===== config.mk =====
export PLATFORM = sky130hd
export DESIGN_NAME = ttr_trace_unit
export DESIGN_NICKNAME = d
export VERILOG_FILES = /design/src/ttr_pkg.sv /design/src/ttr_trace_unit.sv
export SDC_FILE = /design/constraint.sdc
export NUM_CORES = 2
export LEC_CHECK = 0
export BUFFER_PORTS_ARGS = -buffer_cell sky130_fd_sc_hd__buf_4
export CORE_MARGIN = 1.5
export CORE_UTILIZATION = 50
export DETAILED_ROUTE_END_ITERATION = 8
export PLACE_DENSITY_LB_ADDON = 0.15
export REMOVE_ABC_BUFFERS = 1
export SYNTH_ARGS = -nofsm -noshare
export SYNTH_HDL_FRONTEND = slang
export SYNTH_SLANG_ARGS = --single-unit
export TNS_END_PERCENT = 50

===== constraint.sdc =====
create_clock -name clk_sys -period 8.6 [get_ports clk_sys]
set_input_delay 1.29 -clock clk_sys [delete_from_list [all_inputs] [get_ports clk_sys]]
set_output_delay 1.29 -clock clk_sys [all_outputs]
set_load 0.005 [all_outputs]

===== src/ttr_pkg.sv =====
// Constants, types and register map of the trace trigger resources block
// Behaviour
// [RULE1] Sequencer has three states; any state may go to any state each cycle.
// [RULE2] Sequencer moves only on internal trace events, never on external inputs.
// [RULE3] Trigger event may be qualified by the current sequencer state.
// [RULE4] Single comparator matches fetch address or data address against programmed value.
// [RULE5] Range mode pairs comparators into one address range resource.
// [RULE6] Pair matches when start <= address and address < end.
// [RULE7] Software must configure both comparators of a pair identically.
// [RULE8] Each comparator has a data comparator sampling only on loads and stores.
// [RULE9] Data comparator checks only unmasked bits of its value against the bus.
// [RULE10] Region inputs flag external bus, user and system peripheral windows.
// [RULE11] Region inputs flag on-chip SRAM and ROM windows for data and fetch.
// [RULE12] A 45-byte FIFO decouples packet output from pipeline status output.
// [RULE13] Overflow flagged when FIFO full or free bytes fall below threshold.
// [RULE14] New trace data is presented at both edges of the trace clock.
// [RULE15] Capture equipment must sample on both edges of the trace clock.
// [RULE16] Trace clock runs at half the processor clock.
// [RULE17] Status lines report core state each trace clock edge with matching packets.
// [RULE18] Packets are 8 bits wide, at most two per cycle on the lines.
// [RULE19] Sync flag marks start of a branch sequence on the packet lines; the code flags only a byte sent on lines [7:0].
// [RULE20] Sequencer holds without an enabled event and starts in first state.
package ttr_pkg;

    localparam int FIFO_DEPTH = 45;
    localparam int NUM_CMP    = 4;

    // ************************************************
    // Register offsets and fields
    // ************************************************
    localparam logic [7:0] A_CTRL = 8'h00;
    localparam logic [7:0] A_SEQ  = 8'h04;
    localparam logic [7:0] A_TRIG = 8'h08;
    localparam logic [7:0] A_FTHR = 8'h0c;
    localparam logic [7:0] A_STAT = 8'h10;
    localparam logic [1:0] A_CMP_BLK = 2'h1;
    localparam logic [1:0] CMP_ADDR = 2'h0;
    localparam logic [1:0] CMP_CFG  = 2'h1;
    localparam logic [1:0] CMP_DVAL = 2'h2;
    localparam logic [1:0] CMP_DMSK = 2'h3;

    localparam int CTRL_EN       = 0;
    localparam int CTRL_RANGE    = 1;
    localparam int SEQ_FW        = 4;
    localparam int TRIG_MASK_LSB = 4;
    localparam int STAT_OVF      = 2;
    localparam int STAT_CNT_LSB  = 8;

    localparam logic [1:0]  CTRL_RST = 2'h0;
    localparam logic [23:0] SEQ_RST  = 24'hffffff;
    localparam logic [6:0]  TRIG_RST = 7'h0f;
    localparam logic [5:0]  FTHR_RST = 6'h00;

    // Resource vector layout
    localparam int RES_RANGE_LSB  = 4;
    localparam int RES_REGION_LSB = 6;
    localparam int RES_ALWAYS     = 14;

    // ************************************************
    // Region decoder windows
    // ************************************************
    localparam logic [31:0] REG_LO [8] = '{32'h00000000, 32'h00000000, 32'h00400000,
        32'h00400000, 32'h10000000, 32'h10000000, 32'hf0000000, 32'hffffc000};
    localparam logic [31:0] REG_HI [8] = '{32'h002fffff, 32'h002fffff, 32'h004fffff,
        32'h004fffff, 32'h9fffffff, 32'h9fffffff, 32'hffffbfff, 32'hffffffff};
    localparam logic [7:0] REG_IS_DATA = 8'hd5;

    typedef enum logic [1:0] {ST_FIRST, ST_SECOND, ST_THIRD} ttr_seq_t;

    typedef struct packed {
        logic dcmp_en;
        logic use_data;
    } ttr_cmp_cfg_t;

    typedef struct packed {
        logic        fetch_vld;
        logic [31:0] fetch_addr;
        logic        data_vld;
        logic        data_ldst;
        logic [31:0] data_addr;
        logic [31:0] data_val;
        logic [2:0]  pstat;
    } ttr_core_obs_t;

    typedef struct packed {
        logic       vld;
        logic       sync;
        logic [7:0] data;
    } ttr_pkt_t;

endpackage


===== src/ttr_trace_unit.sv =====
// Trace trigger resources, packet FIFO and half-rate trace port
`timescale 1ns/100ps
module ttr_trace_unit
    import ttr_pkg::*;
#(
    parameter int DEPTH = FIFO_DEPTH
) (
    input  wire logic          clk_sys,
    input  wire logic          srst,
    input  wire logic          hsel,
    input  wire logic [31:0]   haddr,
    input  wire logic [1:0]    htrans,
    input  wire logic          hwrite,
    input  wire logic [2:0]    hsize,
    input  wire logic [31:0]   hwdata,
    input  wire logic          hready,
    output logic               hreadyout,
    output logic [31:0]        hrdata,
    output logic               hresp,
    input  wire ttr_core_obs_t core_obs,
    input  wire ttr_pkt_t      pkt_in,
    output logic               trace_port_clock,
    output logic [2:0]         pipeline_status_lines,
    output logic [15:0]        trace_packet_lines,
    output logic               branch_sync_flag,
    output logic               trigger_out
);

    // ************************************************
    // Functions
    // ************************************************
    function automatic logic in_window(input logic [31:0] a, lo, hi);
        in_window = (a >= lo) && (a <= hi);
    endfunction

    function automatic logic res_pick(input logic [3:0] sel, input logic [15:0] res);
        res_pick = res[sel];
    endfunction

    function automatic logic [5:0] ptr_inc(input logic [5:0] p);
        ptr_inc = (p == 6'(DEPTH - 1)) ? 6'h00 : p + 6'h01;
    endfunction

    // ************************************************
    // Registers
    // ************************************************
    logic [1:0]   ctrl_reg;
    logic [23:0]  seq_reg;
    logic [6:0]   trig_reg;
    logic [5:0]   fthr_reg;
    logic         ovf_reg;
    logic [31:0]  cmp_addr_reg [NUM_CMP];
    ttr_cmp_cfg_t cmp_cfg_reg  [NUM_CMP];
    logic [31:0]  cmp_dval_reg [NUM_CMP];
    logic [31:0]  cmp_dmsk_reg [NUM_CMP];
    ttr_seq_t     seq_reg_st;
    ttr_seq_t     seq_next;

    // ************************************************
    // AHB-Lite slave
    // ************************************************
    logic       wr_pend_reg;
    logic [7:0] wr_addr_reg;
    logic       addr_take;
    logic [31:0] rd_mux;
    logic [1:0] rd_idx;
    logic [1:0] wr_idx;
    logic       wr_cmp;
    logic       trace_en;
    logic       range_mode;

    assign addr_take  = hsel && htrans[1] && hready;
    assign rd_idx     = haddr[5:4];
    assign wr_idx     = wr_addr_reg[5:4];
    assign wr_cmp     = wr_pend_reg && (wr_addr_reg[7:6] == A_CMP_BLK);
    assign trace_en   = ctrl_reg[CTRL_EN];
    assign range_mode = ctrl_reg[CTRL_RANGE];

    logic [5:0] cnt_reg;

    always_comb begin
        rd_mux = 32'h00000000;
        if (haddr[7:6] == A_CMP_BLK) begin
            case (haddr[3:2])
                CMP_ADDR: rd_mux = cmp_addr_reg[rd_idx];
                CMP_CFG:  rd_mux = {30'h00000000, cmp_cfg_reg[rd_idx]};
                CMP_DVAL: rd_mux = cmp_dval_reg[rd_idx];
                default:  rd_mux = cmp_dmsk_reg[rd_idx];
            endcase
        end else begin
            case (haddr[7:0])
                A_CTRL:  rd_mux = {30'h00000000, ctrl_reg};
                A_SEQ:   rd_mux = {8'h00, seq_reg};
                A_TRIG:  rd_mux = {25'h0000000, trig_reg};
                A_FTHR:  rd_mux = {26'h0000000, fthr_reg};
                A_STAT:  rd_mux = {18'h00000, cnt_reg, 5'h00, ovf_reg, seq_reg_st};
                default: rd_mux = 32'h00000000;
            endcase
        end
    end

    always_ff @(posedge clk_sys) begin
        if (srst) begin
            wr_pend_reg <= 1'b0;
            wr_addr_reg <= 8'h00;
            hrdata      <= 32'h00000000;
            hreadyout   <= 1'b1;
            hresp       <= 1'b0;
        end else begin
            wr_pend_reg <= addr_take && hwrite && (hsize == 3'h2);
            wr_addr_reg <= haddr[7:0];
            if (addr_take && !hwrite) begin
                hrdata <= rd_mux;
            end
        end
    end

    logic ovf_clr;
    assign ovf_clr = wr_pend_reg && (wr_addr_reg == A_STAT) && hwdata[STAT_OVF];

    always_ff @(posedge clk_sys) begin
        if (srst) begin
            ctrl_reg <= CTRL_RST;
            seq_reg  <= SEQ_RST;
            trig_reg <= TRIG_RST;
            fthr_reg <= FTHR_RST;
        end else if (wr_pend_reg) begin
            case (wr_addr_reg)
                A_CTRL:  ctrl_reg <= hwdata[1:0];
                A_SEQ:   seq_reg  <= hwdata[23:0];
                A_TRIG:  trig_reg <= hwdata[6:0];
                A_FTHR:  fthr_reg <= hwdata[5:0];
                default: ;
            endcase
        end
    end

    // ************************************************
    // Comparators and region decoders
    // ************************************************
    logic [15:0] res_vec;
    logic [NUM_CMP-1:0] cmp_hit;

    genvar gi;
    generate
        for (gi = 0; gi < NUM_CMP; gi++) begin : g_cmp
            logic [31:0] src;
            logic        src_vld;
            logic        dat_ok;
            always_ff @(posedge clk_sys) begin
                if (srst) begin
                    cmp_addr_reg[gi] <= 32'h00000000;
                    cmp_cfg_reg[gi]  <= '0;
                    cmp_dval_reg[gi] <= 32'h00000000;
                    cmp_dmsk_reg[gi] <= 32'h00000000;
                end else if (wr_cmp && (wr_idx == 2'(gi))) begin
                    case (wr_addr_reg[3:2])
                        CMP_ADDR: cmp_addr_reg[gi] <= hwdata;
                        CMP_CFG:  cmp_cfg_reg[gi]  <= hwdata[1:0];
                        CMP_DVAL: cmp_dval_reg[gi] <= hwdata;
                        default:  cmp_dmsk_reg[gi] <= hwdata;
                    endcase
                end
            end
            // Fetch or data address as source
            assign src = cmp_cfg_reg[gi].use_data ? core_obs.data_addr : core_obs.fetch_addr; // RULE4
            assign src_vld = cmp_cfg_reg[gi].use_data ? core_obs.data_vld : core_obs.fetch_vld;
            // Mask bit set means the bit is ignored
            assign dat_ok = !cmp_cfg_reg[gi].dcmp_en ||
                (core_obs.data_vld && core_obs.data_ldst && // RULE8
                 (((core_obs.data_val ^ cmp_dval_reg[gi]) & ~cmp_dmsk_reg[gi]) == 32'h0)); // RULE9
            assign cmp_hit[gi] = src_vld && (src == cmp_addr_reg[gi]) && dat_ok; // RULE4
            assign res_vec[gi] = !range_mode && cmp_hit[gi];
        end
        for (gi = 0; gi < NUM_CMP / 2; gi++) begin : g_rng
            logic [31:0] src;
            logic        src_vld;
            // Pair follows the first comparator's setup; mismatched setups are undefined
            assign src = cmp_cfg_reg[2*gi].use_data ? core_obs.data_addr : core_obs.fetch_addr;
            assign src_vld = cmp_cfg_reg[2*gi].use_data ? core_obs.data_vld
                                                        : core_obs.fetch_vld;
            assign res_vec[RES_RANGE_LSB+gi] = range_mode && src_vld && // RULE5
                (src >= cmp_addr_reg[2*gi]) && (src < cmp_addr_reg[2*gi+1]); // RULE6
        end
        for (gi = 0; gi < 8; gi++) begin : g_reg
            logic [31:0] src;
            logic        src_vld;
            assign src = REG_IS_DATA[gi] ? core_obs.data_addr : core_obs.fetch_addr;
            assign src_vld = REG_IS_DATA[gi] ? core_obs.data_vld : core_obs.fetch_vld;
            assign res_vec[RES_REGION_LSB+gi] = src_vld &&
                in_window(src, REG_LO[gi], REG_HI[gi]); // RULE10 RULE11
        end
    endgenerate

    assign res_vec[RES_ALWAYS]   = 1'b1;
    assign res_vec[RES_ALWAYS+1] = 1'b0;

    // ************************************************
    // Sequencer and trigger
    // ************************************************
    // Six transition selects: 0->1, 0->2, 1->2, 1->0, 2->0, 2->1
    logic [5:0] tr_hit;
    logic       trig_hit;

    generate
        for (gi = 0; gi < 6; gi++) begin : g_tr
            assign tr_hit[gi] = res_pick(seq_reg[gi*SEQ_FW +: SEQ_FW], res_vec); // RULE2
        end
    endgenerate

    always_comb begin
        seq_next = seq_reg_st; // RULE20
        case (seq_reg_st) // RULE1
            ST_FIRST: begin
                if (tr_hit[0]) seq_next = ST_SECOND;
                else if (tr_hit[1]) seq_next = ST_THIRD;
            end
            ST_SECOND: begin
                if (tr_hit[2]) seq_next = ST_THIRD;
                else if (tr_hit[3]) seq_next = ST_FIRST;
            end
            ST_THIRD: begin
                if (tr_hit[4]) seq_next = ST_FIRST;
                else if (tr_hit[5]) seq_next = ST_SECOND;
            end
            default: seq_next = ST_FIRST;
        endcase
    end

    assign trig_hit = res_pick(trig_reg[3:0], res_vec) &&
                      trig_reg[TRIG_MASK_LSB + seq_reg_st]; // RULE3

    always_ff @(posedge clk_sys) begin
        if (srst) begin
            seq_reg_st  <= ST_FIRST; // RULE20
            trigger_out <= 1'b0;
        end else begin
            seq_reg_st  <= trace_en ? seq_next : ST_FIRST; // RULE1
            trigger_out <= trace_en && trig_hit;
        end
    end

    // ************************************************
    // Packet FIFO
    // ************************************************
    // Entries keep the sync mark beside the byte so the flag stays aligned
    logic [8:0] fifo_mem [DEPTH];
    logic [5:0] wr_ptr_reg;
    logic [5:0] rd_ptr_reg;
    logic [5:0] rd_ptr_p1;
    logic       full;
    logic       push;
    logic [1:0] pop_n;
    logic [5:0] free_n;
    logic       ovf_hit;

    assign full      = (cnt_reg == 6'(DEPTH));
    assign push      = trace_en && pkt_in.vld && !full;
    assign pop_n     = !trace_en ? 2'd0 : (cnt_reg >= 6'd2) ? 2'd2 : cnt_reg[1:0]; // RULE18
    assign rd_ptr_p1 = ptr_inc(rd_ptr_reg);
    assign free_n    = 6'(DEPTH) - cnt_reg;
    assign ovf_hit   = trace_en && (full || (free_n < fthr_reg)); // RULE13

    always_ff @(posedge clk_sys) begin
        if (push) begin
            fifo_mem[wr_ptr_reg] <= {pkt_in.sync, pkt_in.data}; // RULE12
        end
    end

    always_ff @(posedge clk_sys) begin
        if (srst) begin
            wr_ptr_reg <= 6'h00;
            rd_ptr_reg <= 6'h00;
            cnt_reg    <= 6'h00;
            ovf_reg    <= 1'b0;
        end else begin
            if (push) begin
                wr_ptr_reg <= ptr_inc(wr_ptr_reg);
            end
            if (pop_n == 2'd2) begin
                rd_ptr_reg <= ptr_inc(rd_ptr_p1);
            end else if (pop_n == 2'd1) begin
                rd_ptr_reg <= rd_ptr_p1;
            end
            cnt_reg <= cnt_reg + {5'h00, push} - {4'h0, pop_n};
            // A new overflow in the clearing cycle keeps the flag set
            ovf_reg <= ovf_hit || (ovf_reg && !ovf_clr); // RULE13
        end
    end

    // ************************************************
    // Half-rate trace port
    // ************************************************
    // Port lines change every processor cycle, i.e. at each trace clock edge
    always_ff @(posedge clk_sys) begin
        if (srst) begin
            trace_port_clock      <= 1'b0;
            pipeline_status_lines <= 3'h0;
            trace_packet_lines    <= 16'h0000;
            branch_sync_flag      <= 1'b0;
        end else begin
            trace_port_clock      <= trace_en && !trace_port_clock; // RULE16
            pipeline_status_lines <= trace_en ? core_obs.pstat : 3'h0; // RULE17 RULE14
            trace_packet_lines[7:0]  <= (pop_n != 2'd0) ? fifo_mem[rd_ptr_reg][7:0]
                                                        : 8'h00; // RULE18
            trace_packet_lines[15:8] <= (pop_n == 2'd2) ? fifo_mem[rd_ptr_p1][7:0]
                                                        : 8'h00; // RULE18
            branch_sync_flag <= (pop_n != 2'd0) && fifo_mem[rd_ptr_reg][8]; // RULE19
        end
    end

endmodule // ttr_trace_unit


==> out/metrics.cfg <==
[global_routing]
grt_pass1_vias=32800
grt_use_total=0.311
grt_start_max_net_pins=88
antenna_found_initial=9
grt-ovfl-total=0
grt_pass1_wl_mm=230

[cells_and_area]
layout-drive-gt1-share=0.227
utilization=0.568
nets=4142
largest_reg_flops=405
top_register=fifo_mem
syn_to_final_growth_pct=12.1

[power_and_ir_drop]
intPower_mw=7.75
p_leak_nw=19.4
p_per_area_mw_per_mm2=181
seqPwrFrac=0.492
switching_share=0.239
power.share.clock=0.421
p_switching_mw=2.44
ir_drop_uv=159
power_frac_comb=0.087

[critical_path]
crit_required_ps=9180
critPathCaptureType=register
cp.arrival_ps=5640
path_class=register to register
startpoint_type=register
cp_max_fo=34

[logic_synthesis]
ys_top_cells_by_count=edfxtp_1, and2_1, mux4_2
avgSynthCellArea_sq_um=13.5
synthCells=3701
ys_top_cells_by_area=edfxtp_1, mux4_2, dfxtp_1
synth_most_common_cell=edfxtp_1
synthDistinctLibCells=81
async_reset_ff_frac=0
ys_ff_latch=926
synthFlopType=edfxtp_1
synth.cell_area_sq_mm=0.0501
yosysTopAreaCell=edfxtp_1
seq_area_frac_synth=0.529
synth_top_area_share=0.477
synth-edff-count=797
yosysWarnings=0

[floorplan]
placementRows=115
die_x_um=320
core-area_sq_mm=0.0989
io_pins=242
die_y_um=320
dieArea_sq_mm=0.102
start_util=0.507

[sta]
holdWs_ps=418
setup_violations=0
worst_slew_pin_slew_ps=1350
fin_skew_ps=34.5
clock.fmax_ghz=0.197
fin_crit_sh=0.589
finalHoldViolCount=0
slew_viol_final=0
slew_headroom=0.0939
timing.final.ws_setup_ps=3530
min_period_ps=5070
setup_tns_ps=0
rsz0062_at_grt=no

[routing]
firstDrtPassIters=8
wl_per_cell_um=30.7
drt_iter0_drc=5103
num_vias=33600
drc=0
drtAntennaViolNets=0
vias_per_cell=6.49
drt-total-wl_mm=159

[placement]
place.gp.congestion=0.973
place_ws_ps=3280
port_buffers=214
dp_hpwl_mm=107

[job]
drv_cap=0

[clock_network]
ctsHoldBuffers=0
numCtsBuffers=99
cts_resized=0
post_cts_buffers=0
clock_sinks=926
cts_tree=built
root_buffer=clkbuf_16
clk_path_buf_depth=3
clk_pin_slew_ps=60
htree_levels=3
insertion_delay_ps=700

[worst_hold_path]
hp-class=register to register

[outcome]
outcome=finished, final reports clean

## metrics by stage
stage,instances,cell area (sq um),total power [mW]
3_3_place_gp,4986,53000,5.95
2_1_floorplan,3427,49000,5.51
6_report,5171,56200,10.2
3_5_place_dp,4986,53000,5.96
5_1_grt,5169,56200,10.4
4_1_cts,5169,56200,10.2
## power groups by stage
stage               Clock [mW]  Combinational [mW]  Sequential [mW]
floorplan                    0               0.420             5.09
global placement             0               0.857             5.10
detailed placement           0               0.862             5.10
CTS                       4.32               0.866             5.01
global route              4.50               0.932             5.01
finish                    4.29               0.885             5.01
## worst max-delay path, stage by stage (launching register included)
cell and delay [ps]:
edfxtp_1 320, buf_4 510, mux2_2 430, ha_1 320
nand4_1 220, nor4_1 700, and2_1 440, o31ai_1 160
a311oi_2 770, a32o_1 280, a311o_1 110, o21ai_1 90
a21boi_1 170, o311a_1 360
## cell families (layout without fill, tap and decap cells)
group / after synthesis / after routing / synth area share
xor gates and xnor gates: 207 / 207 / 0.0365
adders and majority gates: 156 / 156 / 0.0391
DFF: 926 / 926 / 0.529
buffers and inverters: 439 / 620 / 0.0344
other: 2 / 4 / 0.000150
muxes: 526 / 526 / 0.188
AOI/OAI and AO/OA: 474 / 474 / 0.0671
and+or+nand+nor: 971 / 971 / 0.106
## routing by layer
metal  GRT usage  part of all wire  vias up
met4      0.0831             0.025       12
met1       0.459              0.42    17100
met5           0           0.00049        -
met3      0.0672              0.11      227
met2       0.467              0.44     1830
li1            -                 -    14400
## final timing paths
check / from / to / slack, ps / depth (start not counted)
worst max-delay path: cmp_cfg_reg[0][0]$_SDFFCE_PN0P_ / seq_reg_st[1]$_SDFFE_PP0P_ / 3530 / 13
worst min-delay path: trace_port_clock$_SDFF_PP0_ / trace_port_clock$_SDFF_PP0_ / 420 / 1
worst max register to register: cmp_cfg_reg[0][0]$_SDFFCE_PN0P_ / seq_reg_st[1]$_SDFFE_PP0P_ / 3530 / 13
worst min register to register: trace_port_clock$_SDFF_PP0_ / trace_port_clock$_SDFF_PP0_ / 420 / 1
## placed cells by master, fill, tap and decap left out, types with 97 or more instances in the layout
| master | synthesis | routed |
|---|---|---|
| and2_1 | 390 | 390 |
| buf_4 | 4 | 270 |
| clkbuf_16 | 0 | 101 |
| dfxtp_1 | 129 | 126 |
| edfxtp_1 | 797 | 797 |
| ha_1 | 155 | 154 |
| inv_1 | 165 | 165 |
| mux2_2 | 97 | 97 |
| mux2i_1 | 108 | 108 |
| mux4_2 | 316 | 316 |
| nand2_1 | 98 | 98 |
| nor2_1 | 202 | 188 |
| xnor2_1 | 195 | 195 |
## final cells by class
type	count	area [sq um]
Inverter	165	619
Clock inverter	56	527
Sequential cell	926	26500
Multi-Input combinational cell	2336	22200
Fill cell	7968	42700
Timing Repair Buffer	272	2060
Antenna cell	2	5.00
Tap cell	1287	1610
Clock buffer	127	2680
(Power assumes the default switching activity.)
